<file path="config.mk">
export PLATFORM = sky130hd
export DESIGN_NAME = eaw_ext_write
export DESIGN_NICKNAME = d
export VERILOG_FILES = /design/src/rtl/eaw_pkg.sv /design/src/rtl/eaw_ext_write.sv /design/src/rtl/eaw_perm.sv
export SDC_FILE = /design/constraint.sdc
export NUM_CORES = 1
export LEC_CHECK = 0
export ABC_AREA = 1
export BUFFER_PORTS_ARGS = -buffer_cell sky130_fd_sc_hd__buf_2
export CAP_MARGIN = 30
export CORE_ASPECT_RATIO = 1.1
export CORE_UTILIZATION = 58
export CTS_CLUSTER_SIZE = 14
export DETAILED_ROUTE_END_ITERATION = 12
export PLACE_DENSITY = 0.89
export SYNTH_ARGS = -nofsm -noshare
export SYNTH_HDL_FRONTEND = slang
export SYNTH_SLANG_ARGS = --single-unit
</file>
<file path="constraint.sdc">
create_clock -name core_clk -period 2 [get_ports core_clk]
set_input_delay 0.3 -clock core_clk [delete_from_list [all_inputs] [get_ports core_clk]]
set_output_delay 0.3 -clock core_clk [all_outputs]
set_load 0.005 [all_outputs]
</file>
<file path="src/rtl/eaw_pkg.sv">
package eaw_pkg;

	// Direct register byte addresses
	localparam logic [7:0] OFS_ADDR_HI = 8'h02;
	localparam logic [7:0] OFS_ADDR_LO = 8'h03;
	localparam logic [7:0] OFS_DATA_B3 = 8'h04;
	localparam logic [7:0] OFS_DATA_B2 = 8'h05;
	localparam logic [7:0] OFS_DATA_B1 = 8'h06;
	localparam logic [7:0] OFS_DATA_B0 = 8'h07;
	localparam logic [7:0] OFS_CS_HI   = 8'h08;
	localparam logic [7:0] OFS_CS_LO   = 8'h09;
	localparam logic [7:0] OFS_KEY_HI  = 8'h3c;

	// Field positions
	localparam int unsigned POS_EXECUTE_WRITE = 7;
	localparam int unsigned POS_WIP           = 0;
	localparam int unsigned POS_WRITE_DONE    = 0;

	// Unlock byte sequence, first byte in entry 0
	localparam int unsigned         KEY_LEN  = 5;
	localparam logic [4:0][7:0]     KEY_SEQ  = {8'h77, 8'h1f, 8'h81, 8'h27, 8'h00};
	localparam logic [2:0]          KEY_LAST = 3'h4;

	// Lock field values
	localparam logic [3:0] LOCK_OPEN = 4'h0;
	localparam logic [3:0] LOCK_NV   = 4'hc;
	localparam logic [3:0] LOCK_ALL  = 4'h3;

	// Extended address map
	localparam logic [7:0] ADR_USER_TWO = 8'h17;
	localparam logic [7:0] ADR_USER_ONE = 8'h1f;
	localparam logic [7:0] SHADOW_OFS   = 8'h40;
	localparam logic [1:0] SHADOW_TOP   = 2'h1;

	// Special-function codes
	localparam logic [3:0] SPECIAL_NONE = 4'h0;
	localparam logic [3:0] SPECIAL_LOW  = 4'h1;
	localparam logic [3:0] SPECIAL_HIGH = 4'h2;

	// Longest nonvolatile write time, rounded down to whole cycles
	localparam int unsigned CLK_HZ           = 25_000_000;
	localparam int unsigned NV_WRITE_MAX_MS  = 24;
	localparam int unsigned NV_WRITE_MAX_CYC = NV_WRITE_MAX_MS * (CLK_HZ / 1000);
	localparam int unsigned TMR_W            = 24;

	// Reset values
	localparam logic [7:0]  RST_ADDR = 8'h00;
	localparam logic [31:0] RST_DATA = 32'h0000_0000;

	typedef enum logic [1:0] {
		EAW_IDLE   = 2'b00,
		EAW_SYNC   = 2'b01,
		EAW_NVWAIT = 2'b10
	} eaw_state_t;

	typedef enum logic [1:0] {
		EAW_MARGIN_NORMAL = 2'b00,
		EAW_MARGIN_LOW    = 2'b01,
		EAW_MARGIN_HIGH   = 2'b10
	} eaw_margin_t;

	typedef struct packed {
		logic [3:0] lock;
		logic       user_field_release;
		logic       lock_bypass;
		logic       keycode_bypass;
	} eaw_nv_cfg_t;

	typedef struct packed {
		logic [7:0]  addr;
		logic [31:0] data;
	} eaw_wr_t;

	typedef struct packed {
		eaw_state_t        st;
		logic [7:0]        addr;
		logic [31:0]       data;
		eaw_wr_t           wr;
		logic              done;
		logic [2:0]        key_idx;
		logic              unlocked;
		eaw_nv_cfg_t       cfg;
		logic [TMR_W-1:0]  tmr;
		logic              warn;
		logic              fault;
		logic [3:0]        special;
		logic [7:0]        rdata;
		logic              shadow_we;
		logic              nv_req;
	} eaw_regs_t;

endpackage
</file>
<file path="src/rtl/eaw_ext_write.sv">
// Notes on behaviour
// RULE1 - User fields writable even under permanent lock
// RULE2 - Exception controls default to zero
// RULE3 - Unlocked lock: keycode, with user-field bypasses
// RULE4 - Locked: only user fields, via lock bypass
// RULE5 - Host first loads eight-bit target address
// RULE6 - Host then loads all 32 data bits
// RULE7 - Writing 0x80 triggers transfer of word
// RULE8 - Pollable done flag; write up to 24 ms
// RULE9 - Shadow write completes in one cycle
// RULE10 - Target address from low byte 0x03
// RULE11 - Data word assembled most significant byte first
// RULE12 - Done flag is bit 0 at 0x09
// RULE13 - Violation ends transfer, sets done and warning
// RULE14 - Aborted nonvolatile write sets fault bit
// RULE15 - Special code 0001 lowers read threshold
// RULE16 - Special code 0010 raises read threshold
// RULE17 - Margin codes persist until cleared or reset
// RULE18 - Host runs both margin passes after programming
// RULE19 - Host may margin only rewritten locations
// RULE20 - Five-byte keycode sequence unlocks until reset
// RULE21 - Shadow copies sit 0x40 above nonvolatile
// RULE22 - Lock 0xC blocks nonvolatile, 0x3 blocks both
// RULE23 - Trigger clears done; busy ignores new triggers
// RULE24 - Locked shadow write is an access violation
module eaw_ext_write #(
	parameter int unsigned NV_WRITE_MAX_CYC = eaw_pkg::NV_WRITE_MAX_CYC
) (
	input  wire logic                 core_clk,
	input  wire logic                 rst_n,
	input  wire logic                 reg_wr,
	input  wire logic                 reg_rd,
	input  wire logic [7:0]           reg_addr,
	input  wire logic [7:0]           reg_wdata,
	output logic [7:0]                reg_rdata,
	input  wire eaw_pkg::eaw_nv_cfg_t nv_cfg,
	output logic                      nv_req,
	output logic                      shadow_we,
	output eaw_pkg::eaw_wr_t          wr_out,
	input  wire logic                 nv_done,
	input  wire logic                 nv_abort,
	input  wire logic                 err_clear,
	output logic                      ext_warn,
	output logic                      ext_fault,
	input  wire logic                 special_wr,
	input  wire logic [3:0]           special_wdata,
	output logic [3:0]                special_rdata,
	output eaw_pkg::eaw_margin_t      margin_sel,
	output logic                      write_busy,
	output logic                      write_done
);

	eaw_pkg::eaw_regs_t s_q;
	eaw_pkg::eaw_regs_t s_d;

	logic       trig;
	logic       allow;
	logic       is_shadow;
	logic       tmo;

	localparam int unsigned TMR_W = eaw_pkg::TMR_W;

	////////////////////////////////////////////////////////////////////////////////
	// Permission check on the latched target

	eaw_perm u_perm (
		.cfg       (s_q.cfg),
		.unlocked  (s_q.unlocked),
		.addr      (s_q.wr.addr),
		.allow     (allow),
		.is_shadow (is_shadow)
	);

	////////////////////////////////////////////////////////////////////////////////
	// Next state

	assign trig = reg_wr && (reg_addr == eaw_pkg::OFS_CS_HI)
		&& reg_wdata[eaw_pkg::POS_EXECUTE_WRITE]; // RULE7
	assign tmo  = (s_q.tmr == TMR_W'(NV_WRITE_MAX_CYC - 1)); // RULE8

	always_comb begin
		s_d           = s_q;
		s_d.shadow_we = 1'b0;
		s_d.nv_req    = 1'b0;
		// Configuration follows the store, whose blank state is all zero
		s_d.cfg       = nv_cfg; // RULE2

		// Direct register writes
		if (reg_wr) begin
			case (reg_addr)
				eaw_pkg::OFS_ADDR_LO: begin
					s_d.addr = reg_wdata; // RULE5 RULE10
				end
				eaw_pkg::OFS_DATA_B3: begin
					s_d.data[31:24] = reg_wdata; // RULE6 RULE11
				end
				eaw_pkg::OFS_DATA_B2: begin
					s_d.data[23:16] = reg_wdata; // RULE11
				end
				eaw_pkg::OFS_DATA_B1: begin
					s_d.data[15:8] = reg_wdata; // RULE11
				end
				eaw_pkg::OFS_DATA_B0: begin
					s_d.data[7:0] = reg_wdata; // RULE11
				end
				eaw_pkg::OFS_KEY_HI: begin
					// A wrong byte restarts the sequence; a fresh first byte counts at once
					if (reg_wdata == eaw_pkg::KEY_SEQ[s_q.key_idx]) begin
						if (s_q.key_idx == eaw_pkg::KEY_LAST) begin
							s_d.unlocked = 1'b1; // RULE20
							s_d.key_idx  = 3'h0;
						end else begin
							s_d.key_idx = 3'(s_q.key_idx + 3'h1);
						end
					end else if (reg_wdata == eaw_pkg::KEY_SEQ[0]) begin
						s_d.key_idx = 3'h1;
					end else begin
						s_d.key_idx = 3'h0;
					end
				end
				default: begin
				end
			endcase
		end

		// Read data is registered, valid the cycle after the strobe
		if (reg_rd) begin
			case (reg_addr)
				eaw_pkg::OFS_ADDR_LO: s_d.rdata = s_q.addr; // RULE10
				eaw_pkg::OFS_DATA_B3: s_d.rdata = s_q.data[31:24];
				eaw_pkg::OFS_DATA_B2: s_d.rdata = s_q.data[23:16];
				eaw_pkg::OFS_DATA_B1: s_d.rdata = s_q.data[15:8];
				eaw_pkg::OFS_DATA_B0: s_d.rdata = s_q.data[7:0];
				eaw_pkg::OFS_CS_HI: begin
					s_d.rdata = 8'h00;
					s_d.rdata[eaw_pkg::POS_WIP] = (s_q.st != eaw_pkg::EAW_IDLE);
				end
				eaw_pkg::OFS_CS_LO: begin
					s_d.rdata = 8'h00;
					s_d.rdata[eaw_pkg::POS_WRITE_DONE] = s_q.done; // RULE12
				end
				default: s_d.rdata = 8'h00;
			endcase
		end

		// Error flags: software clear loses to a same-cycle event
		if (err_clear) begin
			s_d.warn  = 1'b0;
			s_d.fault = 1'b0;
		end

		// Write sequencer
		case (s_q.st)
			eaw_pkg::EAW_IDLE: begin
				if (trig) begin
					s_d.done    = 1'b0; // RULE23
					s_d.wr.addr = s_q.addr; // RULE7
					s_d.wr.data = s_q.data; // RULE7
					s_d.st      = eaw_pkg::EAW_SYNC;
				end
			end
			eaw_pkg::EAW_SYNC: begin
				// Triggers during a write are dropped, not queued
				if (!allow) begin
					s_d.done = 1'b1; // RULE13 RULE24
					s_d.warn = 1'b1; // RULE13
					s_d.st   = eaw_pkg::EAW_IDLE;
				end else if (is_shadow) begin
					s_d.shadow_we = 1'b1; // RULE9
					s_d.done      = 1'b1; // RULE9
					s_d.st        = eaw_pkg::EAW_IDLE;
				end else begin
					s_d.nv_req = 1'b1; // RULE7
					s_d.tmr    = '0;
					s_d.st     = eaw_pkg::EAW_NVWAIT;
				end
			end
			eaw_pkg::EAW_NVWAIT: begin
				if (nv_done) begin
					s_d.done = 1'b1; // RULE8
					s_d.st   = eaw_pkg::EAW_IDLE;
				end else if (nv_abort || tmo) begin
					// A store that never answers is treated as an aborted write
					s_d.done  = 1'b1; // RULE8
					s_d.fault = 1'b1; // RULE14
					s_d.st    = eaw_pkg::EAW_IDLE;
				end else begin
					s_d.tmr = TMR_W'(s_q.tmr + 1'b1);
				end
			end
			default: begin
				s_d.st = eaw_pkg::EAW_IDLE;
			end
		endcase

		// Margin codes stay; any other code acts for one cycle only
		if (special_wr) begin
			s_d.special = special_wdata; // RULE17
		end else if ((s_q.special != eaw_pkg::SPECIAL_LOW)
			&& (s_q.special != eaw_pkg::SPECIAL_HIGH)) begin
			s_d.special = eaw_pkg::SPECIAL_NONE; // RULE17
		end
	end

	always_ff @(posedge core_clk or negedge rst_n) begin
		if (!rst_n) begin
			s_q          <= '0;
			s_q.st       <= eaw_pkg::EAW_IDLE;
			s_q.addr     <= eaw_pkg::RST_ADDR;
			s_q.data     <= eaw_pkg::RST_DATA;
			s_q.unlocked <= 1'b0; // RULE20
			s_q.cfg      <= '0; // RULE2
			s_q.special  <= eaw_pkg::SPECIAL_NONE;
		end else begin
			s_q <= s_d;
		end
	end

	////////////////////////////////////////////////////////////////////////////////
	// Outputs

	always_comb begin
		case (s_q.special)
			eaw_pkg::SPECIAL_LOW:  margin_sel = eaw_pkg::EAW_MARGIN_LOW; // RULE15
			eaw_pkg::SPECIAL_HIGH: margin_sel = eaw_pkg::EAW_MARGIN_HIGH; // RULE16
			default:               margin_sel = eaw_pkg::EAW_MARGIN_NORMAL;
		endcase
	end

	assign reg_rdata     = s_q.rdata;
	assign nv_req        = s_q.nv_req;
	assign shadow_we     = s_q.shadow_we;
	assign wr_out        = s_q.wr;
	assign ext_warn      = s_q.warn;
	assign ext_fault     = s_q.fault;
	assign special_rdata = s_q.special;
	assign write_busy    = (s_q.st != eaw_pkg::EAW_IDLE);
	assign write_done    = s_q.done;

	////////////////////////////////////////////////////////////////////////////////
	// Checks

	property p_user_two_under_lock;
		@(posedge core_clk) disable iff (!rst_n)
		(s_q.st == eaw_pkg::EAW_SYNC) && (s_q.cfg.lock == eaw_pkg::LOCK_NV)
			&& s_q.cfg.lock_bypass && s_q.cfg.keycode_bypass
			&& (s_q.wr.addr == eaw_pkg::ADR_USER_TWO)
		|=> nv_req && write_busy;
	endproperty
	a_user_two_under_lock: assert property (p_user_two_under_lock) // RULE1
		else $error("user field two not opened under lock with bypasses");

	property p_open_needs_key;
		@(posedge core_clk) disable iff (!rst_n)
		(s_q.st == eaw_pkg::EAW_SYNC) && (s_q.cfg.lock == eaw_pkg::LOCK_OPEN)
			&& !s_q.unlocked && !s_q.cfg.keycode_bypass
		|=> !nv_req && !shadow_we && write_done && ext_warn && !write_busy;
	endproperty
	a_open_needs_key: assert property (p_open_needs_key) // RULE3
		else $error("write without keycode was not refused");

	property p_lock_blocks_general;
		@(posedge core_clk) disable iff (!rst_n)
		(s_q.st == eaw_pkg::EAW_SYNC) && (s_q.cfg.lock == eaw_pkg::LOCK_NV)
			&& !s_q.cfg.lock_bypass && (s_q.wr.addr[7:6] == 2'h0)
		|=> !nv_req ##1 !nv_req;
	endproperty
	a_lock_blocks_general: assert property (p_lock_blocks_general) // RULE4
		else $error("nonvolatile write passed the lock");

	property p_trigger_starts;
		@(posedge core_clk) disable iff (!rst_n)
		trig && !write_busy
		|=> write_busy && !write_done && (wr_out.data == $past(s_q.data));
	endproperty
	a_trigger_starts: assert property (p_trigger_starts) // RULE7
		else $error("trigger did not start a write of the loaded word");

	property p_nv_bounded;
		@(posedge core_clk) disable iff (!rst_n)
		(s_q.st == eaw_pkg::EAW_NVWAIT) |-> (s_q.tmr < TMR_W'(NV_WRITE_MAX_CYC));
	endproperty
	a_nv_bounded: assert property (p_nv_bounded) // RULE8
		else $error("nonvolatile write outlived its time limit");

	property p_shadow_one_cycle;
		@(posedge core_clk) disable iff (!rst_n)
		(s_q.st == eaw_pkg::EAW_SYNC) && allow && is_shadow
		|=> shadow_we && write_done && !write_busy ##1 !shadow_we;
	endproperty
	a_shadow_one_cycle: assert property (p_shadow_one_cycle) // RULE9
		else $error("shadow write did not finish in one cycle");

	property p_msb_first;
		@(posedge core_clk) disable iff (!rst_n)
		reg_wr && (reg_addr == eaw_pkg::OFS_DATA_B3)
		|=> s_q.data[31:24] == $past(reg_wdata);
	endproperty
	a_msb_first: assert property (p_msb_first) // RULE11
		else $error("first data byte not placed in bits 31 to 24");

	property p_done_readback;
		@(posedge core_clk) disable iff (!rst_n)
		reg_rd && (reg_addr == eaw_pkg::OFS_CS_LO)
		|=> reg_rdata == {7'h00, $past(s_q.done)};
	endproperty
	a_done_readback: assert property (p_done_readback) // RULE12
		else $error("done flag not returned in bit 0");

	property p_abort_fault;
		@(posedge core_clk) disable iff (!rst_n)
		(s_q.st == eaw_pkg::EAW_NVWAIT) && !nv_done && nv_abort
		|=> ext_fault && write_done && !write_busy;
	endproperty
	a_abort_fault: assert property (p_abort_fault) // RULE14
		else $error("aborted write did not raise the fault bit");

	property p_margin_persists;
		@(posedge core_clk) disable iff (!rst_n)
		special_wr && (special_wdata == eaw_pkg::SPECIAL_HIGH)
		##1 !special_wr [*3]
		|-> margin_sel == eaw_pkg::EAW_MARGIN_HIGH;
	endproperty
	a_margin_persists: assert property (p_margin_persists) // RULE16 RULE17
		else $error("high margin setting did not persist");

	property p_shadow_full_lock;
		@(posedge core_clk) disable iff (!rst_n)
		(s_q.st == eaw_pkg::EAW_SYNC) && (s_q.cfg.lock == eaw_pkg::LOCK_ALL)
			&& !s_q.cfg.lock_bypass && is_shadow
		|=> !shadow_we && ext_warn && write_done;
	endproperty
	a_shadow_full_lock: assert property (p_shadow_full_lock) // RULE22 RULE24
		else $error("shadow write passed the full lock");

	property p_busy_ignores_trigger;
		@(posedge core_clk) disable iff (!rst_n)
		trig && write_busy
		|=> $stable(wr_out);
	endproperty
	a_busy_ignores_trigger: assert property (p_busy_ignores_trigger) // RULE23
		else $error("trigger during a write changed the target");

	property p_keycode_unlocks;
		@(posedge core_clk) disable iff (!rst_n)
		reg_wr && (reg_addr == eaw_pkg::OFS_KEY_HI) && (s_q.key_idx == eaw_pkg::KEY_LAST)
			&& (reg_wdata == eaw_pkg::KEY_SEQ[eaw_pkg::KEY_LAST])
		|=> s_q.unlocked;
	endproperty
	a_keycode_unlocks: assert property (p_keycode_unlocks) // RULE20
		else $error("full keycode sequence did not unlock");

	property p_low_margin;
		@(posedge core_clk) disable iff (!rst_n)
		special_wr && (special_wdata == eaw_pkg::SPECIAL_LOW)
		|=> (margin_sel == eaw_pkg::EAW_MARGIN_LOW) && (special_rdata == eaw_pkg::SPECIAL_LOW);
	endproperty
	a_low_margin: assert property (p_low_margin) // RULE15
		else $error("low margin setting not applied");

endmodule

</file>
<file path="src/rtl/eaw_perm.sv">
module eaw_perm (
	input  wire eaw_pkg::eaw_nv_cfg_t cfg,
	input  wire logic                 unlocked,
	input  wire logic [7:0]           addr,
	output logic                      allow,
	output logic                      is_shadow
);

	logic [7:0] base;
	logic       locked;
	logic       user_ok;

	always_comb begin
		is_shadow = (addr[7:6] == eaw_pkg::SHADOW_TOP);
		base      = is_shadow ? 8'(addr - eaw_pkg::SHADOW_OFS) : addr; // RULE21
		// Shadow memory is only frozen by the stronger lock value
		if (is_shadow) begin
			locked = (cfg.lock == eaw_pkg::LOCK_ALL); // RULE22
		end else begin
			locked = (cfg.lock == eaw_pkg::LOCK_NV) || (cfg.lock == eaw_pkg::LOCK_ALL); // RULE22
		end
		user_ok = (base == eaw_pkg::ADR_USER_TWO)
			|| ((base == eaw_pkg::ADR_USER_ONE) && cfg.user_field_release);
		if (!locked) begin
			allow = unlocked || (user_ok && cfg.keycode_bypass); // RULE3
		end else begin
			// Under lock only the user fields can open, and only with the bypass
			allow = user_ok && cfg.lock_bypass && (cfg.keycode_bypass || unlocked); // RULE1 RULE4
		end
	end

endmodule

</file>
======== After elaboration in Yosys (flattened, before gate mapping) ========
Memory sizes are Yosys's and may differ from the RTL's.
Cells that the tools add are included.
cells by class
  add/subtract/negate cells ............... 3
  $mul .................................... 0
  divide/modulo/power cells ............... 0
  magnitude comparators ................... 1
  equality and inequality tests ........... 29
  shift operators ......................... 0
  mux-type cells .......................... 38
  bitwise logic cells ..................... 0
  reduce and logical (&&, ||, !) cells .... 29
operators by type and width
  operator                                                                  count
  24-bit two-way mux                                                        4
  8-bit one-hot mux with 7 select lines                                     1
  24-bit one-hot mux with 2 select lines                                    1
  8-bit by 3-bit equality test with 1-bit output (second input constant)    4
  24-bit by 1-bit adder with 24-bit output (second input constant)          1
  24-bit by 20-bit equality test with 1-bit output (second input constant)  1
  8-bit by 4-bit equality test with 1-bit output (second input constant)    2
  8-bit by 5-bit equality test with 1-bit output (second input constant)    2
  2-bit two-way mux                                                         8
  8-bit two-way mux                                                         2
  2-bit AND reduction                                                       8
  1-bit two-way mux                                                         15
  2-bit != test (second input constant)                                     5
  4-bit by 2-bit equality test with 1-bit output (second input constant)    2
  8-bit by 2-bit equality test with 1-bit output (second input constant)    1
  8-bit by 6-bit equality test with 1-bit output (second input constant)    1
  8-bit equality test                                                       1
  8-bit logical NOT                                                         1
  4-bit two-way mux                                                         2
  4-bit AND reduction                                                       2
  8-bit by 7-bit subtractor with 8-bit output (second input constant)       1
  1-bit logical AND                                                         7
  3-bit two-way mux                                                         2
  3-bit != test (second input constant)                                     2
  other kinds (17)                                                          24
storage, ports and cells
  bits in registers ....................... 134
  latch bits .............................. 0
  memory bits (writable) .................. 0
  memory bits (read-only) ................. 64
  bits of input ports ..................... 35
  output and inout bits ................... 60
  word-level logic and storage cells ...... 123
  memories ................................ 1
memories
  name             depth  width  read ports  clocked after Yosys merged registers in  wr ports  line                  text
  (no name shown)  8      8      1           0                                        0         eaw_ext_write.sv:108  if (reg_wdata == eaw_pkg::KEY_SEQ[s_q.key_idx]) begin

======== Longest topological paths before layout ========
Gate-level depths: netlist of run 1.
  depth after elaboration ................. 10
  mapped depth ............................ 13
  gate-level depth less buffers ........... 12

======== Modules after synthesis ========
From an unflattened synthesis of run 1, not the netlist that was laid out.
unflattened totals
  cell total of the unflattened synthesis .. 924
  area total of the unflattened synthesis .. 7,226.9 µm²
modules (own cells, without submodules)
  module         instances  cells an instance  area each (µm²)  seq. area each (µm²)
  eaw_ext_write  1          891                7,065.5          3,353.2
  eaw_perm       1          33                 161.4            0.0

======== Least setup slack after synthesis of run 1 ========
OpenSTA, ideal clock, no wires.
  path type ............................... flip-flop to flip-flop
  from .................................... reg wr_out[39] (netlist name)
  to ...................................... reg s_q[36] (netlist bit)
  setup time .............................. 0.117 ns
  arrival time ............................ 1.610 ns
  data required time ...................... 1.883 ns
  slack ................................... 0.273 ns
  stages on the path, launching flop included .. 13
  buffers on the path ..................... 1
  period minus slack after synthesis ...... 1.727 ns
  path through ............................ dfrtp_1 -> inv_1 -> ha_1 -> nand2_1 -> nand2_1 -> nand3b_1 -> nand2_1 -> nand2_1 -> nand2_2 -> nand3_2 -> buf_4 -> nand2_1 -> nand2_1
between the ends
  longest elaborated chain between the ends .. 10
  elaborated cells between the ends (all ways) .. 16
  classes of those cells .................. add/sub: 1; eq/ne: 5; mux: 3; reduce/logical: 7
RTL lines
  element                                                                                                        line                            text
  8-bit by 7-bit subtractor with 8-bit output or 2-bit by 1-bit equality test with 1-bit output (tied branches)  eaw_perm.sv:15, eaw_perm.sv:14
  8-bit two-way mux                                                                                              eaw_perm.sv:15                  base = is_shadow ? 8'(addr - eaw_pkg::SHADOW_OFS) : addr;
  8-bit by 5-bit equality test with 1-bit output                                                                 eaw_perm.sv:23                  || ((base == eaw_pkg::ADR_USER_ONE) && cfg.user_field_release);
  1-bit logical AND                                                                                              eaw_perm.sv:23
  1-bit logical OR                                                                                               eaw_perm.sv:23
  1-bit logical AND (on tied branches)                                                                           eaw_perm.sv:25, eaw_perm.sv:28
  1-bit logical OR or 1-bit logical AND (tied branches)                                                          eaw_perm.sv:25, eaw_perm.sv:28
  1-bit two-way mux                                                                                              eaw_perm.sv:24                  if (!locked) begin
  2-bit != test (no line)                                                                                        -
  5-bit AND reduction (no line) (*)                                                                              -
  end, declared                                                                                                  eaw_ext_write.sv:53             eaw_pkg::eaw_regs_t s_q;
Every way passes the cells marked *; elsewhere a longest branch is shown, timed or not.
A chain may end at the register's enable or synchronous reset.

======== Final worst setup path of run 1 ========
  from .................................... reg wr_out[39] (netlist name)
  to ...................................... reg s_q[17] (netlist bit)
between the ends
  longest elaborated chain between the ends .. 10
  elaborated cells between the ends (all ways) .. 16
  classes of those cells .................. add/sub: 1; eq/ne: 5; mux: 3; reduce/logical: 7
RTL lines
  element                                                                                                        line
  8-bit by 7-bit subtractor with 8-bit output or 2-bit by 1-bit equality test with 1-bit output (tied branches)  eaw_perm.sv:15, eaw_perm.sv:14
  8-bit two-way mux                                                                                              eaw_perm.sv:15
  8-bit by 5-bit equality test with 1-bit output                                                                 eaw_perm.sv:23
  1-bit logical AND                                                                                              eaw_perm.sv:23
  1-bit logical OR                                                                                               eaw_perm.sv:23
  1-bit logical AND (on tied branches)                                                                           eaw_perm.sv:25, eaw_perm.sv:28
  1-bit logical OR or 1-bit logical AND (tied branches)                                                          eaw_perm.sv:25, eaw_perm.sv:28
  1-bit two-way mux                                                                                              eaw_perm.sv:24
  2-bit != test (no line)                                                                                        -
  5-bit AND reduction (no line) (*)                                                                              -
Marked as above.

==> metrics.yaml, run 1 <==
synthArstFlopShare_pct: 100.0
final_nets: 991
r2r_start: "wr_out[39]"
viasPerCell: 5.620
peakVddDrop_uv: 564.4
via_count: 6238
cts_tree: "built"
slew_viol_final: 0
routed_wl_mm: 18.26
hold_depth: 3
drv_cap: 0
syn_to_final_growth_pct: 16.45
die_w_microns: 107.8
htreeDepth: 4
hp-class: "primary input to register"
ant_nets: 0
placed_cell_area_sq_um: 7468
core_area_sq_um: 12030
grt_max_degree: 58
setup_violations: 0
finalPower_mw: 7.537
fin_crit_sh_pct: 99.62
power_density_nw_per_um2: 907.1
yosys.area.top_type: "dfrtp_1"
syn_area_per_cell_sq_um: 8.192
reg2reg_to: "s_q[17]"
status: "finished clean"
syn_inst: 871
cts_sinks: 134
synth_flop_cell: "dfrtp_1"
yosysMostFrequentCell: "nand2_1"
multiInputGateArea_sq_um: 3013
numCtsBuffers: 17
diodes: 0
track_usage_pct: 29.77
synth_seq_cells: 134
grt_overflow_total: 0
initial_core_util_pct: 59.30
final_area_sq_um: 8309
skew_ns: 0.007677
r2r_cells: 13
critPathCaptureType: "register"
synth_cell_types: 33
drc: 0
slew_headroom_pct: 66.00
crit_required_ns: 2.30
hold_violations: 0
syn-num-nets: 919
portBuffers: 94
grt_pass1_wl_mm: 29.01
synth_enable_flop_cells: 0
clockRootBuffer: "clkbuf_16"
antenna_found_initial: 0
reg2reg_setup_slack_ns: 0.008
final.fill_count: 875
syn-cell-area_sq_um: 7136
ioPinCount: 95
yosysWarnings: 0
hold_path_end: "special_rdata[3]"
yosys.area.top_type_share_pct: 46.99
gp_congestion: 0.8995
row_count: 42
clk_pin_slew_ns: 0.06
clock_latency_ns: 0.42
p_leak_nw: 4.290
wl_per_cell_microns: 16.45
synthTopCellsByCount: "nand2_1, dfrtp_1, nor2_1"
seq_area_frac_synth_pct: 46.99
hpwl_mm: 12.02
worstSetupPathType: "register to register"
startpoint_type: "register"
first_iter_violations: 496
seqCellArea_sq_um: 3353
crit_arrival_ns: 2.30
utilization_pct: 69.05
drive_gt1_share_pct: 20.19
min_period_ns: 1.992
die_height_microns: 118.3
cp_max_fo: 6
whs_ns: 0.08380
tightest_slew_ns: 0.5099
fmaxAchievable_mhz: 501.9
clk_path_buf_depth: 2
min_from: "special_wdata[3]"
fp.dieArea_sq_um: 12750
firstDrtPassIters: 5
ys_top_cells_by_area: "dfrtp_1, nand2_1, buf_4"
grt_pass1_vias: 5943
-- worst max-delay path, stage by stage, from the launching register on --
cell	delay, ns
dfrtp_1	0.43
inv_2	0.09
ha_2	0.26
nand2_1	0.06
nand2_1	0.08
nor2_2	0.12
nand2_1	0.08
nand2_2	0.11
nand2_4	0.08
nand2_4	0.08
nand3_4	0.14
clkbuf_16	0.21
nand2_1	0.06
nand2_1	0.07
-- how the worst max path moves through the flow --
| stage | startpoint | slack, ns | to |
|---|---|---|---|
| after floorplan | wr_out[39] | 0.27 | s_q[36] |
| after global placement | wr_out[39] | 0.22 | s_q[36] |
| after detailed placement | wr_out[39] | 0.09 | s_q[38] |
| after CTS | wr_out[39] | 0.03 | s_q[25] |
| after global routing | wr_out[39] | -0.07 | s_q[17] |
| final | wr_out[39] | 0.008 | s_q[17] |
-- final cells by class --
class,instances,area share [%]
clock inverter,9,1.656
sequential,134,40.36
timing repair buffer,124,9.803
multi-input combinational,586,36.26
inverter,80,3.614
clock buffer,23,5.993
tap,154,2.319
-- routing by layer --
metal	share of wire, %	GRT usage, %
met1	38	34.60
met2	50	50.76
met3	6.1	6.288
met4	5.6	16.18
met5	0	0
-- sequential cells by signal, summed over array words and instances (netlist names) --
name / cells
special_rdata: 4
reg_rdata: 8
s_q: 77
ext_warn: 1
ext_fault: 1
nv_req: 1
wr_out: 40
write_done: 1
shadow_we: 1
-- power by group --
group / total, mW / switching (mW) / leakage, nW / internal, mW
clock: 3.31 / 1.17 / 0.310 / 2.14
combinational: 1.31 / 0.826 / 2.16 / 0.485
sequential: 2.92 / 0.0954 / 1.82 / 2.82
-- stage by stage --
stage,setup WS (ns),cells,TNS (ns)
after floorplan,0.2725,871,0
after global placement,0.2187,1065,0
after detailed placement,0.08586,1065,0
after CTS,0.02531,1105,0
after global routing,-0.07184,1110,-0.9627
final,0.007549,1110,0
-- placed cells by master, fill, tap and decap left out, drive strengths merged, types with 23 or more instances in the layout --
cell type and count:
clkbuf 25, buf 114, mux2 23, inv 81, o21ai 76, nand3 44, dfrtp 134, nand2 276
nand4 28, nor2 89
-- cells by family (layout without fill, tap and decap cells) --
family                     count (synthesis)  count (layout)  share of synthesized area [%]
and+or+nand+nor                          448             448                          26.53
muxes                                     23              23                          4.840
buffers and inverters                    151             236                          11.24
AOI/OAI and AO/OA                         91              91                          6.768
DFF                                      134             134                          46.99
xor gates and xnor gates                  11              11                          1.350
adders and majority gates                 13              13                          2.280
-- timing repair --
item | CTS | global route
hold endpoints to repair | 55 | 0
gates resized for setup | 0 | 14
hold buffers | 8 | 0
setup endpoints to repair | 0 | 25
buffers inserted | 0 | 2
(Power assumes the default switching activity.)
==> run 2, diff against run 1 <==
--- a/config.mk
+++ b/config.mk
@@ -9,10 +9,11 @@
 export BUFFER_PORTS_ARGS = -buffer_cell sky130_fd_sc_hd__buf_2
 export CAP_MARGIN = 30
 export CORE_ASPECT_RATIO = 1.1
-export CORE_UTILIZATION = 58
+export CORE_UTILIZATION = 60
+export CTS_BUF_LIST = sky130_fd_sc_hd__clkbuf_8
 export CTS_CLUSTER_SIZE = 14
 export DETAILED_ROUTE_END_ITERATION = 12
-export PLACE_DENSITY = 0.89
+export PLACE_DENSITY = 0.92
 export SYNTH_ARGS = -nofsm -noshare
 export SYNTH_HDL_FRONTEND = slang
 export SYNTH_SLANG_ARGS = --single-unit
==> run 2 against run 1 <==
Effect of this change: the flow now finishes with violations (setup timing); wire length decreased by 2.6%; sequential cell count unchanged; power down 12%; via count decreased by 1.4%; final cell count down 0.45%; critical endpoint is now s_q[29]; highest routed layer unchanged.
==> metrics.yaml, run 2 (synthesis gave the netlist of run 1 again) <==
slew_headroom_pct: 67.65
numCtsBuffers: 17
route.met3.wl_microns: 976
power_density_nw_per_um2: 822.6
viasPerCell: 5.564
clock_latency_ns: 0.44
grt_max_degree: 54
fmaxAchievable_mhz: 497.9
largest_reg_flops: 77
clockRootBuffer: "clkbuf_8"
grt_pass1_wl_mm: 28.43
first_iter_violations: 590
p_leak_nw: 4.172
layout_commonest_cell: "nand2_1"
die_w_microns: 106.0
syn_to_final_growth_pct: 12.82
diodes: 0
worstSetupPathType: "register to register"
drive_gt1_share_pct: 19.69
ant_nets: 0
tightest_slew_ns: 0.4841
cts_sinks: 134
final_nets: 990
crit_required_ns: 2.33
routed_wl_mm: 17.78
hp-class: "primary input to register"
finalPower_mw: 6.622
core_area_sq_um: 11540
setup_ws_ns: -0.008431
hold_violations: 0
skew_ns: 0.01324
regMostFlops: "s_q"
initial_core_util_pct: 61.82
wl_met1_mm: 7.068
die_height_microns: 116.4
placed_cell_area_sq_um: 7443
cp_max_fo: 14
drc: 0
slew_viol_final: 0
fp.dieArea_sq_um: 12330
startpoint_type: "register"
clk_pin_slew_ns: 0.08
violations: "setup timing"
wl_met2_mm: 9.002
whs_ns: 0.05341
track_usage_pct: 29.98
grt_overflow_total: 0
final_area_sq_um: 8050
antenna_found_initial: 0
hpwl_mm: 12.11
final_cell_mix: "nand2_1, dfrtp_1, buf_2, nor2_1, inv_1"
via_count: 6148
htreeDepth: 4
min_period_ns: 2.008
status: "finished, violations left"
cts_tree: "built"
row_count: 41
firstDrtPassIters: 5
crit_arrival_ns: 2.34
ioPinCount: 95
drv_cap: 0
gp_congestion: 0.9035
grt_pass1_vias: 5830
clk_path_buf_depth: 2
setup_violations: 1
wl_per_cell_microns: 16.09
portBuffers: 94
peakVddDrop_uv: 507.0
fin_crit_sh_pct: 100.4
routed.top_layer: "met4"
critPathCaptureType: "register"
-- run 2: power by group --
part | internal [mW] | leakage [nW] | total, mW | switching (mW)
registers | 2.82 | 1.82 | 2.91 | 0.0918
logic | 0.342 | 2.11 | 1.06 | 0.719
clock network | 1.58 | 0.236 | 2.65 | 1.07
total | 4.74 | 4.17 | 6.62 | 1.88
-- run 2: critical path, cell delays in order, from the launching register on --
cell	delay (ns)
dfrtp_1	0.40
buf_4	0.14
ha_1	0.18
inv_1	0.07
nand3_1	0.07
nor2_1	0.14
nand3b_1	0.09
nand2_1	0.12
nand2_2	0.10
nand2_2	0.14
nand3_2	0.11
buf_6	0.16
nand2_1	0.09
nand2_1	0.08
-- run 2: through the flow --
stage | util [%] | setup TNS, ns | setup slack (ns) | std cells
5_1_grt | 69.75 | -0.8852 | -0.09717 | 1105
2_1_floorplan | - | 0 | 0.2725 | 871
3_5_place_dp | 64.49 | 0 | 0.07701 | 1060
3_3_place_gp | 64.49 | 0 | 0.1663 | 1060
4_1_cts | 69.30 | 0 | 0.05433 | 1100
6_report | 69.75 | -0.008431 | -0.008431 | 1105
-- run 2: final cells by class --
type                       instances  area, sq um
clock buffer                      20        275.3
clock inverter                    12        200.2
fill                             836         3492
inverter                          80        300.3
multi-input combinational        586         2990
sequential                       134         3353
tap                              150        187.7
timing repair buffer             123        743.2
-- run 2: final timing paths --
kind	startpoint	endpoint	slack, ns	cells past startpoint
setup / recovery	wr_out[39]	s_q[29]	-0.008	13
hold / removal	special_wdata[3]	special_rdata[3]	0.05	3
setup reg to reg	wr_out[39]	s_q[29]	-0.008	13
hold reg to reg	reg_rdata[4]	reg_rdata[4]	0.48	2
max in group asynchronous	rst_n	reg_rdata[3]	0.97	3
min in group asynchronous	rst_n	s_q[18]	0.36	2
-- run 2: what timing repair did --
| item | in CTS | in global routing |
|---|---|---|
| resized for setup | 0 | 6 |
| endpoints found under the setup margin | 0 | 24 |
| hold buffers | 8 | 0 |
| hold endpoints to repair | 54 | 0 |
| buffers inserted | 0 | 5 |
-- run 2: layer usage --
| metal | up-vias | global-route usage (%) |
|---|---|---|
| met5 | - | 0 |
| met4 | 0 | 17.50 |
| met3 | 67 | 5.748 |
| met2 | 288 | 50.76 |
| met1 | 2917 | 36.19 |
| li1 | 2876 | - |
